`config.mk`:
```
export PLATFORM = sky130hd
export DESIGN_NAME = biop_ctrl
export DESIGN_NICKNAME = d
export VERILOG_FILES = /design/src/hdl/biop_pkg.sv /design/src/hdl/biop_pin_cell.sv /design/src/hdl/biop_ctrl.sv
export SDC_FILE = /design/constraint.sdc
export NUM_CORES = 1
export LEC_CHECK = 0
export ABC_CLOCK_PERIOD_IN_PS = 2150
export BUFFER_PORTS_ARGS = -buffer_cell sky130_fd_sc_hd__buf_2
export CORE_MARGIN = 2
export CORE_UTILIZATION = 30
export CTS_BUF_LIST = sky130_fd_sc_hd__clkbuf_4 sky130_fd_sc_hd__clkbuf_8
export CTS_CLUSTER_SIZE = 25
export DETAILED_ROUTE_END_ITERATION = 10
export SYNTH_ARGS = -nofsm -noshare
export SYNTH_HDL_FRONTEND = slang
export SYNTH_HIERARCHICAL = 1
export SYNTH_SLANG_ARGS = --single-unit
```
`constraint.sdc`:
```
create_clock -name clk_sys -period 2.15 [get_ports clk_sys]
set_input_delay 0.3225 -clock clk_sys [delete_from_list [all_inputs] [get_ports clk_sys]]
set_output_delay 0.3225 -clock clk_sys [all_outputs]
set_load 0.005 [all_outputs]
```
`src/hdl/biop_pkg.sv`:
```
// constants, build options and register layout of the bidirectional i/o port block
package biop_pkg;

    // ======================================================================
    // build-time output driver options
    // ======================================================================
    typedef enum logic [1:0] {
        BIOP_PUSHPULL  = 2'h0,  // complementary output, pull-up fitted
        BIOP_OD_PULLUP = 2'h1,  // open drain, pull-up fitted
        BIOP_OD_NOPULL = 2'h2   // open drain, no pull-up
    } biop_opt_t;

    // ======================================================================
    // geometry
    // ======================================================================
    localparam int NUM_PORTS  = 3;
    localparam int PORT_BITS  = 4;
    localparam int NUM_PINS   = NUM_PORTS * PORT_BITS;
    localparam int SYNC_DEPTH = 2;

    // ======================================================================
    // register map (byte addresses on the axi4-lite bus)
    // ======================================================================
    localparam logic [7:0] OFS_PORT0   = 8'h00;
    localparam logic [7:0] OFS_PORT1   = 8'h10;
    localparam logic [7:0] OFS_PORT2   = 8'h20;
    localparam logic [7:0] OFS_SERCTRL = 8'h30;
    localparam logic [7:0] OFS_DIR     = 8'h00;  // within a port block
    localparam logic [7:0] OFS_PULL    = 8'h04;
    localparam logic [7:0] OFS_DATA    = 8'h08;
    localparam int         ADDR_W      = 8;

    // serial control register fields
    localparam int SERCTRL_EN_BIT    = 0;
    localparam int SERCTRL_SLAVE_BIT = 1;

    // port 1 pin roles while the serial interface is enabled
    localparam int P1_SDATA_IN  = 0;
    localparam int P1_SDATA_OUT = 1;
    localparam int P1_SCLK      = 2;
    localparam int P1_SREADY    = 3;

    // ======================================================================
    // reset values
    // ======================================================================
    localparam logic [3:0] RST_DIR   = 4'h0;
    localparam logic [3:0] RST_PULL  = 4'hF;
    localparam logic [3:0] RST_DATA  = 4'h0;
    localparam logic       RST_SEREN = 1'b0;
    localparam logic       RST_SLAVE = 1'b0;

    // ======================================================================
    // bus answers
    // ======================================================================
    localparam logic [1:0] RESP_OKAY   = 2'h0;
    localparam logic [1:0] RESP_SLVERR = 2'h2;

    // a pull-up resistor exists for this option
    function automatic logic pullFitted(input biop_opt_t opt);
        pullFitted = (opt != BIOP_OD_NOPULL);
    endfunction

endpackage

```
`src/hdl/biop_pin_cell.sv`:
```
// output driver and pull-up control of one port pin
`timescale 1ns/1ps
module biop_pin_cell #(
    parameter biop_pkg::biop_opt_t OPT = biop_pkg::BIOP_PUSHPULL
) (
    input  wire logic clk_sys,
    input  wire logic resetn,
    input  wire logic ce,
    input  wire logic dirOut,
    input  wire logic dataOut,
    input  wire logic pullEn,
    output logic      pinOut,
    output logic      pinOe,
    output logic      pullOn
);

    logic nxt_pinOe;
    logic nxt_pinOut;
    logic nxt_pullOn;
    logic pinOut_ff;
    logic pinOe_ff;
    logic pullOn_ff;

    // ======================================================================
    // driver decode
    // ======================================================================
    // open drain only ever pulls low; a high is left to the pull-up or board
    always_comb begin
        if (OPT == biop_pkg::BIOP_PUSHPULL) begin
            nxt_pinOe  = dirOut;
            nxt_pinOut = dataOut;
        end else begin
            nxt_pinOe  = dirOut & ~dataOut;
            nxt_pinOut = 1'b0;
        end
        // pull-up only in input mode and only where one is built in
        nxt_pullOn = biop_pkg::pullFitted(OPT) & pullEn & ~dirOut;
    end

    // registered pad controls keep glitches off the pins
    always_ff @(posedge clk_sys or negedge resetn) begin
        if (!resetn) begin
            pinOut_ff <= 1'b0;
            pinOe_ff  <= 1'b0;
            pullOn_ff <= 1'b0;
        end else if (ce) begin
            pinOut_ff <= nxt_pinOut;
            pinOe_ff  <= nxt_pinOe;
            pullOn_ff <= nxt_pullOn;
        end
    end

    assign pinOut = pinOut_ff;
    assign pinOe  = pinOe_ff;
    assign pullOn = pullOn_ff;

endmodule // biop_pin_cell

```
`src/hdl/biop_ctrl.sv`:
```
// bidirectional i/o port controller with axi4-lite register access
//
// Decided for this implementation: the AXI4-Lite register port and the placing of the registers.
`timescale 1ns/1ps

module biop_ctrl #(
    parameter biop_pkg::biop_opt_t PORT0_OPT = biop_pkg::BIOP_PUSHPULL,
    parameter biop_pkg::biop_opt_t PORT1_OPT = biop_pkg::BIOP_PUSHPULL,
    parameter logic [7:0]          PORT2_OPT = 8'h00
) (
    input  wire logic        clk_sys,
    input  wire logic        resetn,
    input  wire logic        ce,
    // axi4-lite slave
    input  wire logic [7:0]  s_axi_awaddr,
    input  wire logic        s_axi_awvalid,
    output logic             s_axi_awready,
    input  wire logic [31:0] s_axi_wdata,
    input  wire logic [3:0]  s_axi_wstrb,
    input  wire logic        s_axi_wvalid,
    output logic             s_axi_wready,
    output logic [1:0]       s_axi_bresp,
    output logic             s_axi_bvalid,
    input  wire logic        s_axi_bready,
    input  wire logic [7:0]  s_axi_araddr,
    input  wire logic        s_axi_arvalid,
    output logic             s_axi_arready,
    output logic [31:0]      s_axi_rdata,
    output logic [1:0]       s_axi_rresp,
    output logic             s_axi_rvalid,
    input  wire logic        s_axi_rready,
    // port pins: 0-3 port 0, 4-7 port 1, 8-11 port 2
    input  wire logic [11:0] pinIn,
    output logic [11:0]      pinOut,
    output logic [11:0]      pinOe,
    output logic [11:0]      pinPullOn,
    // serial interface unit side
    input  wire logic        serialDataOut,
    input  wire logic        serialClkOut,
    input  wire logic        serialReadyOut,
    output logic             serialDataIn,
    output logic             serialClkIn,
    output logic             serialIfEnable,
    output logic             serialSlaveMode
);

    // ======================================================================
    // storage
    // ======================================================================
    logic [3:0]  dir_ff  [biop_pkg::NUM_PORTS];
    logic [3:0]  pull_ff [biop_pkg::NUM_PORTS];
    logic [3:0]  data_ff [biop_pkg::NUM_PORTS];
    logic        serEn_ff;
    logic        serSlave_ff;
    logic [11:0] syncA_ff;
    logic [11:0] syncB_ff;
    logic        bvalid_ff;
    logic [1:0]  bresp_ff;
    logic        rvalid_ff;
    logic [1:0]  rresp_ff;
    logic [31:0] rdata_ff;

    logic        wrFire;
    logic        rdFire;
    logic [3:0]  takenP1;
    logic [11:0] effDir;
    logic [11:0] effData;
    logic [11:0] effPull;
    logic [31:0] nxt_rdata;
    logic        nxt_rdOk;

    // ======================================================================
    // helpers
    // ======================================================================
    // address is one of the nine port registers or the serial control word
    function automatic logic addrValid(input logic [7:0] a);
        logic [7:0] portPart;
        logic [7:0] kindPart;
        portPart  = {2'h0, a[5:4], 4'h0};
        kindPart  = {4'h0, a[3:0]};
        addrValid = (a == biop_pkg::OFS_SERCTRL) ||
                    (a[7:6] == 2'h0 && portPart <= biop_pkg::OFS_PORT2 &&
                     (kindPart == biop_pkg::OFS_DIR || kindPart == biop_pkg::OFS_PULL ||
                      kindPart == biop_pkg::OFS_DATA));
    endfunction

    // data read-back: stored bit when driving or when the pin is taken
    function automatic logic [3:0] readBack(input logic [3:0] dir,
                                            input logic [3:0] stored,
                                            input logic [3:0] live,
                                            input logic [3:0] taken);
        readBack = ((dir | taken) & stored) | (~(dir | taken) & live);
    endfunction

    // ======================================================================
    // write channel: address and data taken together in one cycle
    // ======================================================================
    // waiting for both keeps the slave stateless; either arrival order works
    assign wrFire        = ce & s_axi_awvalid & s_axi_wvalid & ~bvalid_ff;
    assign s_axi_awready = wrFire;
    assign s_axi_wready  = wrFire;

    // register writes, one nibble per port register
    always_ff @(posedge clk_sys or negedge resetn) begin
        if (!resetn) begin
            for (int p = 0; p < biop_pkg::NUM_PORTS; p++) begin
                dir_ff[p]  <= biop_pkg::RST_DIR;
                pull_ff[p] <= biop_pkg::RST_PULL;
                data_ff[p] <= biop_pkg::RST_DATA;
            end
        end else if (wrFire && s_axi_wstrb[0]) begin
            for (int p = 0; p < biop_pkg::NUM_PORTS; p++) begin
                if (s_axi_awaddr[5:4] == p[1:0] && s_axi_awaddr[7:6] == 2'h0) begin
                    case ({4'h0, s_axi_awaddr[3:0]})
                        biop_pkg::OFS_DIR:  dir_ff[p]  <= s_axi_wdata[3:0];
                        biop_pkg::OFS_PULL: pull_ff[p] <= s_axi_wdata[3:0];
                        biop_pkg::OFS_DATA: data_ff[p] <= s_axi_wdata[3:0];
                        default: ;
                    endcase
                end
            end
        end
    end

    // serial mode control
    always_ff @(posedge clk_sys or negedge resetn) begin
        if (!resetn) begin
            serEn_ff    <= biop_pkg::RST_SEREN;
            serSlave_ff <= biop_pkg::RST_SLAVE;
        end else if (wrFire && s_axi_wstrb[0] && s_axi_awaddr == biop_pkg::OFS_SERCTRL) begin
            serEn_ff    <= s_axi_wdata[biop_pkg::SERCTRL_EN_BIT];
            serSlave_ff <= s_axi_wdata[biop_pkg::SERCTRL_SLAVE_BIT];
        end
    end

    // write response, unmapped addresses answer slverr and change nothing
    always_ff @(posedge clk_sys or negedge resetn) begin
        if (!resetn) begin
            bvalid_ff <= 1'b0;
            bresp_ff  <= biop_pkg::RESP_OKAY;
        end else if (ce) begin
            if (wrFire) begin
                bvalid_ff <= 1'b1;
                bresp_ff  <= addrValid(s_axi_awaddr) ? biop_pkg::RESP_OKAY
                                                     : biop_pkg::RESP_SLVERR;
            end else if (s_axi_bready) begin
                bvalid_ff <= 1'b0;
            end
        end
    end

    assign s_axi_bvalid = bvalid_ff;
    assign s_axi_bresp  = bresp_ff;

    // ======================================================================
    // input synchroniser
    // ======================================================================
    // pins are asynchronous to clk_sys; only syncB_ff is read downstream
    always_ff @(posedge clk_sys or negedge resetn) begin
        if (!resetn) begin
            syncA_ff <= 12'h000;
            syncB_ff <= 12'h000;
        end else if (ce) begin
            syncA_ff <= pinIn;
            syncB_ff <= syncA_ff;
        end
    end

    // ======================================================================
    // read channel
    // ======================================================================
    assign rdFire        = ce & s_axi_arvalid & ~rvalid_ff;
    assign s_axi_arready = rdFire;

    always_comb begin
        nxt_rdata = 32'h0000_0000;
        nxt_rdOk  = addrValid(s_axi_araddr);
        if (s_axi_araddr == biop_pkg::OFS_SERCTRL) begin
            nxt_rdata[biop_pkg::SERCTRL_EN_BIT]    = serEn_ff;
            nxt_rdata[biop_pkg::SERCTRL_SLAVE_BIT] = serSlave_ff;
        end else if (nxt_rdOk) begin
            for (int p = 0; p < biop_pkg::NUM_PORTS; p++) begin
                if (s_axi_araddr[5:4] == p[1:0]) begin
                    case ({4'h0, s_axi_araddr[3:0]})
                        biop_pkg::OFS_DIR:  nxt_rdata[3:0] = dir_ff[p];
                        biop_pkg::OFS_PULL: nxt_rdata[3:0] = pull_ff[p];
                        biop_pkg::OFS_DATA: nxt_rdata[3:0] = readBack(
                                                dir_ff[p], data_ff[p],
                                                syncB_ff[4*p +: 4],
                                                (p == 1) ? takenP1 : 4'h0);
                        default: ;
                    endcase
                end
            end
        end
    end

    // read data is captured at the address handshake
    always_ff @(posedge clk_sys or negedge resetn) begin
        if (!resetn) begin
            rvalid_ff <= 1'b0;
            rresp_ff  <= biop_pkg::RESP_OKAY;
            rdata_ff  <= 32'h0000_0000;
        end else if (ce) begin
            if (rdFire) begin
                rvalid_ff <= 1'b1;
                rresp_ff  <= nxt_rdOk ? biop_pkg::RESP_OKAY : biop_pkg::RESP_SLVERR;
                rdata_ff  <= nxt_rdata;
            end else if (s_axi_rready) begin
                rvalid_ff <= 1'b0;
            end
        end
    end

    assign s_axi_rvalid = rvalid_ff;
    assign s_axi_rresp  = rresp_ff;
    assign s_axi_rdata  = rdata_ff;

    // ======================================================================
    // pin function selection
    // ======================================================================
    // bits 0-2 go to the serial unit when enabled, bit 3 only in slave mode
    assign takenP1 = serEn_ff ? {serSlave_ff, 3'h7} : 4'h0;

    always_comb begin
        effDir  = {dir_ff[2], dir_ff[1], dir_ff[0]};
        effData = {data_ff[2], data_ff[1], data_ff[0]};
        effPull = {pull_ff[2], pull_ff[1], pull_ff[0]};
        if (serEn_ff) begin
            // serial data input: pull-up bit stays live
            effDir[4 + biop_pkg::P1_SDATA_IN]   = 1'b0;
            effPull[4 + biop_pkg::P1_SDATA_IN]  = pull_ff[1][0];
            // serial data output: pull-up bit is storage only
            effDir[4 + biop_pkg::P1_SDATA_OUT]  = 1'b1;
            effData[4 + biop_pkg::P1_SDATA_OUT] = serialDataOut;
            effPull[4 + biop_pkg::P1_SDATA_OUT] = 1'b0;
            // serial clock: output as master, input with live pull-up as slave
            effDir[4 + biop_pkg::P1_SCLK]       = ~serSlave_ff;
            effData[4 + biop_pkg::P1_SCLK]      = serialClkOut;
            effPull[4 + biop_pkg::P1_SCLK]      = serSlave_ff & pull_ff[1][2];
            if (serSlave_ff) begin
                effDir[4 + biop_pkg::P1_SREADY]  = 1'b1;
                effData[4 + biop_pkg::P1_SREADY] = serialReadyOut;
                effPull[4 + biop_pkg::P1_SREADY] = 1'b0;
            end
        end
    end

    // synchronised serial inputs back to the serial unit
    assign serialDataIn    = syncB_ff[4 + biop_pkg::P1_SDATA_IN];
    assign serialClkIn     = syncB_ff[4 + biop_pkg::P1_SCLK];
    assign serialIfEnable  = serEn_ff;
    assign serialSlaveMode = serSlave_ff;

    // ======================================================================
    // pad cells
    // ======================================================================
    // ports 0 and 1 share one option per nibble, port 2 has one per pin
    for (genvar i = 0; i < biop_pkg::NUM_PINS; i++) begin : g_pin
        localparam biop_pkg::biop_opt_t CELL_OPT =
            (i < 4) ? PORT0_OPT :
            (i < 8) ? PORT1_OPT :
            biop_pkg::biop_opt_t'(PORT2_OPT[2*(i%4) +: 2]);

        biop_pin_cell #(
            .OPT (CELL_OPT)
        ) u_cell (
            .clk_sys (clk_sys),
            .resetn  (resetn),
            .ce      (ce),
            .dirOut  (effDir[i]),
            .dataOut (effData[i]),
            .pullEn  (effPull[i]),
            .pinOut  (pinOut[i]),
            .pinOe   (pinOe[i]),
            .pullOn  (pinPullOn[i])
        );
    end

endmodule // biop_ctrl

```
==> metrics.txt, run 1 <==
CP endpoint kind flip-flop; CP peak stage delay 410 ps; fin crit period 1910 ps; die area 18000 um2; area post-placement 5730 um2; Final Instance Area 5990 um2; register area share after synthesis 52.6%; boundary pin count 156; Syn Std Cell Area 5070 um2; CTS H-tree depth 3; max cap viols 0; x dimension of the die 134 um; via count 3479; Root Buffer clkbuf_8; critical path, cell by cell and4b_1 -> nand2_4 -> nor3b_2 -> nand2_1 -> mux2_2; Core Region 16500 um2; RD Place Congestion 0.904; Clock Sinks 106; Post-CTS Setup Inserts 0; DIE HEIGHT 134 um; Starting DRT DRC Count 192; # rows 47; first-pass GRT wire length 20.0 mm; Slew @ Worst Pin 833 ps; Final HPWL DP 9.21 mm; Synth Flop Type dfrtp_1; Slew Limit Fails 0; most frequent cell after synthesis mux2_2; Worst Path Arrival 2180 ps; synthesis-stage register bit count 106; port bufs 94; RSZ-0062 raised after global routing false; initial core utilization 30.7%; achievable frequency 0.523 GHz; setup TNS 0 ps; final core occ 36.2%; Pre-antenna DRT Iters 4; vias per cell 4.70; GR Overflow Total 0; Post-synth ARST share 100%; WHS 165 ps; clk_lat worst skew 380 ps; Pleak 2.91 nW; syn avg cell area 12.3 um2; status completed; Post-synth top cells mux2_2, dfrtp_1, buf_4, nand2_1, o21ai_0; Setup violations, final 0; Post-synth EDFFs 0; share of the synthesized area in the top cell type 46.4%; Post-Route WL 12.2 mm; required time worst endpoint 2420 ps; power density over cell area 667 nW/um2; drt drc 0; Top delay family on crit path simple AND/OR/NAND/NOR gates; CTS tree yes; Clock Skews 13.3 ps; CP Class flip-flop to flip-flop; fin cells 740; ANT nets after route 0; period utilization 88.9%; Worst-path clk slew 100 ps; GRT Total Usage 14.3%; Cells after DPL 722; P&R area growth vs syn 18.1%; vias in the first global route 3701; CTS buffer count 9; Slowest-stage cell, CP dfrtp_1; Crit path buffers/inverters 0; number of antenna violations at the first check in global routing 1; Critical Path Start Type flip-flop; WL/cell 16.5 um; min-delay worst type input pin to flip-flop; Yosys Warn Count 6; cell taking the most area after synthesis dfrtp_1; post-synth cell types 50; VDD IR max 0.279 mV; relative slew slack 44.5%; NumNets Final 589; largest net degree at the start of global routing 75; share of layout cells above drive strength 1 46.6%; Clock Path Buffers 2; final hold vios 0; Syn Inst Count 413; CP max FO 6; synth top area cells dfrtp_1, mux2_2, dfstp_2
-- cell usage in the layout (no fill, tap or decap), types with 8 or more instances in the layout --
cell type   n
mux2_2     95
o21ai_0    23
conb_1     30
clkbuf_8    9
nor3_1      8
buf_4      11
nand2_1    26
dfstp_2    12
a21oi_1    10
inv_1      14
nand3b_1   13
buf_2      93
dfrtp_1    94
-- path summary, 6_finish.rpt --
| path | from | slack, ps | cells after the start | end |
|---|---|---|---|---|
| setup / recovery | s_axi_bvalid | 240 | 5 | dir_ff[11] |
| max in group asynchronous | resetn | 1100 | 3 | effPull[11] |
| min in group asynchronous | resetn | 410 | 2 | syncB_ff[6] |
| hold reg to reg | s_axi_rresp[1] | 500 | 2 | s_axi_rresp[1] |
| hold / removal | pinIn[10] | 160 | 2 | syncA_ff[10] |
| setup reg to reg | s_axi_bvalid | 240 | 5 | dir_ff[11] |
-- stage by stage --
stage	worst slack (ps)	total power, mW
floorplan	501	2.38
global placement	260	2.54
detailed placement	213	2.55
CTS	230	4.05
global route	107	4.19
finish	239	3.99
-- cell type report --
type / instances / area, um2
antenna: 1 / 2.50
clock buffer: 10 / 131
clock inverter: 6 / 113
fill: 1656 / 10500
inverter: 15 / 56.3
multi-input combinational: 275 / 2140
sequential: 106 / 2670
tap: 220 / 275
timing repair buffer: 107 / 598
-- logic make-up after synthesis --
group / synth area share, %
flops: 52.6
mux: 21.3
simple gates: 12.0
buf+inv: 7.26
compound gates: 6.76
other cells: 0.0740
-- report_power, final --
group	switching, mW	leakage [nW]	internal, mW
sequential	0.0535	1.37	2.08
clock	0.694	0.124	0.791
combinational	0.208	1.41	0.170
-- registers in the layout (all words and copies together), names as in the netlist, 8 cells and up --
name                 flops
g_pin.u_cell/pullOn     12
g_pin.u_cell/pinOut     12
dir_ff                  12
effPull                  8
g_pin.u_cell/pinOe      12
data_ff                 12
syncA_ff                12
syncB_ff                12
-- repair_timing --
| action | CTS | global route |
|---|---|---|
| resized for setup | 0 | 0 |
| endpoints found under the hold margin | 26 | 0 |
| hold buffers | 1 | 0 |
-- layer usage --
layer / track usage, % / routed length [um]
met1: 17.9 / 5170
met5: 0 / 0
met2: 24.3 / 6180
met4: 5.08 / 197
met3: 3.25 / 691
(Power assumes the default switching activity.)
==> run 2: changes to the inputs <==
--- a/config.mk
+++ b/config.mk
@@ -12,6 +12,8 @@
 export CTS_BUF_LIST = sky130_fd_sc_hd__clkbuf_4 sky130_fd_sc_hd__clkbuf_8
 export CTS_CLUSTER_SIZE = 25
 export DETAILED_ROUTE_END_ITERATION = 10
+export GPL_TIMING_DRIVEN = 0
+export PLACE_DENSITY = 0.58
 export SYNTH_ARGS = -nofsm -noshare
 export SYNTH_HDL_FRONTEND = slang
 export SYNTH_HIERARCHICAL = 1
==> run 2 against run 1 <==
  * Non-clock buffer count rose by 32
  * Core utilization is 1.2 points higher
  * Hold slack better by 14 ps
  * Die area is the same
  * Maximum frequency decreased by 1.5%
  * Critical path depth up 3
  * Register-to-register slack hardly changed
  * Clock power decreased by 8%
  * Highest routed layer is now met5
==> metrics.txt, run 2 (synthesis gave the netlist of run 1 again) <==
post-route total power 3.92 mW; most frequent cells in the layout mux2_2, dfrtp_1, buf_2; Core Region 16500 um2; drt drc 0; required time worst endpoint 2410 ps; initial core utilization 30.7%; GRT busiest layer met2; Slowest-stage cell, CP mux2_2; Final Instance Area 6180 um2; power density over cell area 634 nW/um2; WL/cell 16.2 um; Critical Path Start Type input pin; NumNets Final 621; Setup violations, final 0; share of layout cells above drive strength 1 48.3%; Clock Sinks 106; port bufs 91; fin crit period 1940 ps; Pleak 3.04 nW; min-delay worst type input pin to flip-flop; met3 GRT Util 4.04%; via count 3510; Final HPWL DP 9.40 mm; Global Route met2 Usage 24.8%; CP most frequent cell buf_6; Slew Limit Fails 0; VDD IR max 0.235 mV; critical path, cell by cell buf_6 -> buf_6 -> and4b_1 -> buf_4 -> nand2_4 -> nor3b_2 -> nand2_1 -> mux2_2; P&R area growth vs syn 21.8%; final core occ 37.4%; Worst-path clk slew 100 ps; CP peak stage delay 340 ps; most common cell after layout, fill and taps aside mux2_2; period utilization 90.2%; Clock Skews 9.13 ps; clk_lat worst skew 370 ps; met1 global-route usage 17.5%; Starting DRT DRC Count 199; Slew @ Worst Pin 612 ps; status completed; Post-CTS Setup Inserts 0; CTS H-tree depth 3; ANT nets after route 0; CTS tree yes; x dimension of the die 134 um; CP Class input pin to flip-flop; boundary pin count 156; largest net degree at the start of global routing 69; CP endpoint kind flip-flop; vias per cell 4.55; Worst Path Arrival 2200 ps; WHS 179 ps; RSZ-0062 raised after global routing false; area post-placement 5940 um2; WHS Path Cells 2; CP max FO 49; number of antenna violations at the first check in global routing 1; vias in the first global route 3721; RD Place Congestion 0.817; final hold vios 0; max cap viols 0; Post-Route WL 12.5 mm; GR Overflow Total 0; GRT Total Usage 14.4%; cells on worst reg2reg path 5; # rows 47; ANT cells 0; achievable frequency 0.516 GHz; Clock Path Buffers 2; CTS buffer count 9; relative slew slack 58.6%; Root Buffer clkbuf_8; die area 18000 um2; first-pass GRT wire length 20.0 mm; Pre-antenna DRT Iters 4; DIE HEIGHT 134 um
-- run 2: cell types whose count changed in the layout (fill, tap and decap cells not counted), sizes merged --
cell      before  now
buf          106  131
bufinv         3    2
clkbuf        10   17
clkinvlp       0    1
diode          1    0
-- run 2: area by class of cell --
cell class | instances | area [um2]
clock buffers | 10 | 131
plain buffers | 46 | 312
fillers | 1624 | 10300
clock inverters | 6 | 90.1
flip-flops and latches | 106 | 2670
well taps | 220 | 275
repair buffers | 93 | 502
multi-input cells | 275 | 2140
inverters | 15 | 56.3
-- run 2: through the flow --
stage / cells / setup TNS (ps) / setup WS, ps
floorplan: 442 / 0 / 501
global placement: 753 / -62140 / -579
detailed placement: 754 / -27890 / -636
CTS: 771 / 0 / 82.2
global route: 771 / 0 / 86.1
finish: 771 / 0 / 210
-- run 2: path summary, 6_finish.rpt --
check                          startpoint                      to  slack [ps]
min                              pinIn[1]             syncA_ff[1]         180
min in group asynchronous          resetn  g_pin[4].u_cell/pinOut         470
min reg2reg                s_axi_rdata[2]          s_axi_rdata[2]         490
max                                    ce               dir_ff[2]         210
max in group asynchronous          resetn             effPull[11]         930
max reg2reg                serialIfEnable  g_pin[7].u_cell/pinOut         250
-- run 2: layer usage --
layer / vias to the layer above / wire [um]
met5: - / 7
met4: 2 / 199
met3: 16 / 689
met2: 85 / 6230
met1: 1733 / 5330
li1: 1674 / -
-- run 2: worst max-delay path: cells and delay by family --
kind                   cells  cell delay, ps
AND/OR/NAND/NOR            4             820
multiplexers               1             340
buffers and inverters      3             660
-- run 2: report_power, final --
group / switching, mW / leakage (nW) / total (mW) / internal, mW
registers: 0.0554 / 1.37 / 2.13 / 2.08
logic: 0.216 / 1.56 / 0.419 / 0.204
clock network: 0.695 / 0.110 / 1.37 / 0.674
-- run 2: repair_timing --
item,4_1_cts,5_1_grt
pin swaps,0,0
setup endpoints to repair,44,21
hold endpoints to repair,33,0
hold buffers,1,0
gates resized for setup,1,1
==> run 3: changes to the inputs <==
--- a/config.mk
+++ b/config.mk
@@ -12,7 +12,6 @@
 export CTS_BUF_LIST = sky130_fd_sc_hd__clkbuf_4 sky130_fd_sc_hd__clkbuf_8
 export CTS_CLUSTER_SIZE = 25
 export DETAILED_ROUTE_END_ITERATION = 10
-export GPL_TIMING_DRIVEN = 0
 export PLACE_DENSITY = 0.58
 export SYNTH_ARGS = -nofsm -noshare
 export SYNTH_HDL_FRONTEND = slang
==> run 3 against run 2 <==
  * Non-clock buffer count fell by 31
  * Hold slack got worse by 11 ps
  * Core utilization fell by 1.6 points
  * Final cell count fell by 3.9%
  * Largest cell class unchanged
  * Largest power group unchanged
==> metrics.txt, run 3 (synthesis gave the netlist of run 1 again) <==
Worst R2R Setup Slack 250 ps; Final Instance Area 5910 um2; Clock Sinks 106; VDD IR max 0.260 mV; max cap viols 0; Critical Path Start Type flip-flop; GR Overflow Total 0; CTS buffer count 9; die area 18000 um2; setup TNS 0 ps; min-delay worst type input pin to flip-flop; fin crit period 1900 ps; DIE HEIGHT 134 um; relative slew slack 44.0%; CP endpoint kind flip-flop; first-pass GRT wire length 19.9 mm; WL/cell 16.7 um; critical path, cell by cell and4b_1 -> nand2_4 -> nor3b_2 -> nand2_1 -> mux2_2; drt drc 0; Setup violations, final 0; GRT Total Usage 14.4%; port bufs 94; Top delay family on crit path simple AND/OR/NAND/NOR gates; vias in the first global route 3678; NumNets Final 590; boundary pin count 156; achievable frequency 0.526 GHz; status completed; RD Place Congestion 0.876; post-cts sizing count 0; CP max FO 6; CP peak stage delay 410 ps; # rows 47; Post-Route WL 12.4 mm; CP Class flip-flop to flip-flop; Worst-path clk slew 110 ps; Pre-antenna DRT Iters 4; most common cell after layout, fill and taps aside mux2_2; Clock Path Buffers 2; fin cells 741; Cells after DPL 723; Final HPWL DP 9.18 mm; initial core utilization 30.7%; fill count 1685; power density over cell area 619 nW/um2; via count 3474; Slew Limit Fails 0; Slew @ Worst Pin 840 ps; Slowest-stage cell, CP dfrtp_1; Core Region 16500 um2; Worst Path Arrival 2170 ps; CTS H-tree depth 3; Starting DRT DRC Count 201; Crit path buffers/inverters 0; vias per cell 4.69; Clock Skews 9.72 ps; Pleak 2.86 nW; RSZ-0062 raised after global routing false; area post-placement 5720 um2; required time worst endpoint 2420 ps; number of antenna violations at the first check in global routing 1; Root Buffer clkbuf_8; P&R area growth vs syn 16.7%; CTS tree yes; Hold-fix buffers, CTS 1; ANT nets after route 0; most frequent cells in the layout mux2_2, dfrtp_1, buf_2; Post-CTS Setup Inserts 0; period utilization 88.5%; largest net degree at the start of global routing 75; share of layout cells above drive strength 1 46.7%; clk_lat worst skew 380 ps; x dimension of the die 134 um; final hold vios 0
## run 3: cell types whose count changed in the layout (fill, tap and decap cells not counted), sizes merged
cell and delta:
clkinvlp +3, buf -24, clkinv -1, bufinv -2, diode +1, clkbuf -8, inv +1
## run 3: path summary, 6_finish.rpt
check,from,endpoint,depth (start not counted)
setup / recovery,s_axi_bvalid,dir_ff[11],5
hold / removal,pinIn[8],syncA_ff[8],2
setup reg to reg,s_axi_bvalid,dir_ff[11],5
hold reg to reg,s_axi_rresp[1],s_axi_rresp[1],2
max in group asynchronous,resetn,effPull[10],3
min in group asynchronous,resetn,syncA_ff[4],2
## run 3: through the flow
| step | setup WS, ps | power (mW) | utilization (%) | hold slack, ps |
|---|---|---|---|---|
| 2_1_floorplan | 501 | 2.38 | - | 26.9 |
| 3_3_place_gp | 256 | 2.54 | 34.6 | 358 |
| 3_5_place_dp | 218 | 2.55 | 34.6 | 367 |
| 4_1_cts | 230 | 3.72 | 35.8 | 147 |
| 5_1_grt | 115 | 3.83 | 35.8 | 153 |
| 6_report | 247 | 3.66 | 35.8 | 168 |
## run 3: area by class of cell
class	instances	area (um2)	share of cell area (%)
antenna	1	2.50	0.0423
clock buffer	9	124	2.09
clock inverter	7	52.6	0.889
inverter	15	56.3	0.952
multi-input combinational	275	2140	36.2
sequential	106	2670	45.1
tap	220	275	4.66
timing repair buffer	108	593	10.0
## run 3: layer usage
| layer | up-vias | track usage (%) | part of all wire [%] |
|---|---|---|---|
| met5 | - | 0 | 0 |
| met4 | 0 | 6.44 | 2.7 |
| met3 | 24 | 3.29 | 4.4 |
| met2 | 92 | 24.4 | 50 |
| met1 | 1749 | 17.5 | 43 |
| li1 | 1609 | - | - |
## run 3: where the power goes
part	leakage (nW)	switching [mW]	internal, mW
combinational	1.41	0.207	0.169
sequential	1.37	0.0529	2.08
clock	0.0783	0.727	0.427
total	2.86	0.987	2.67
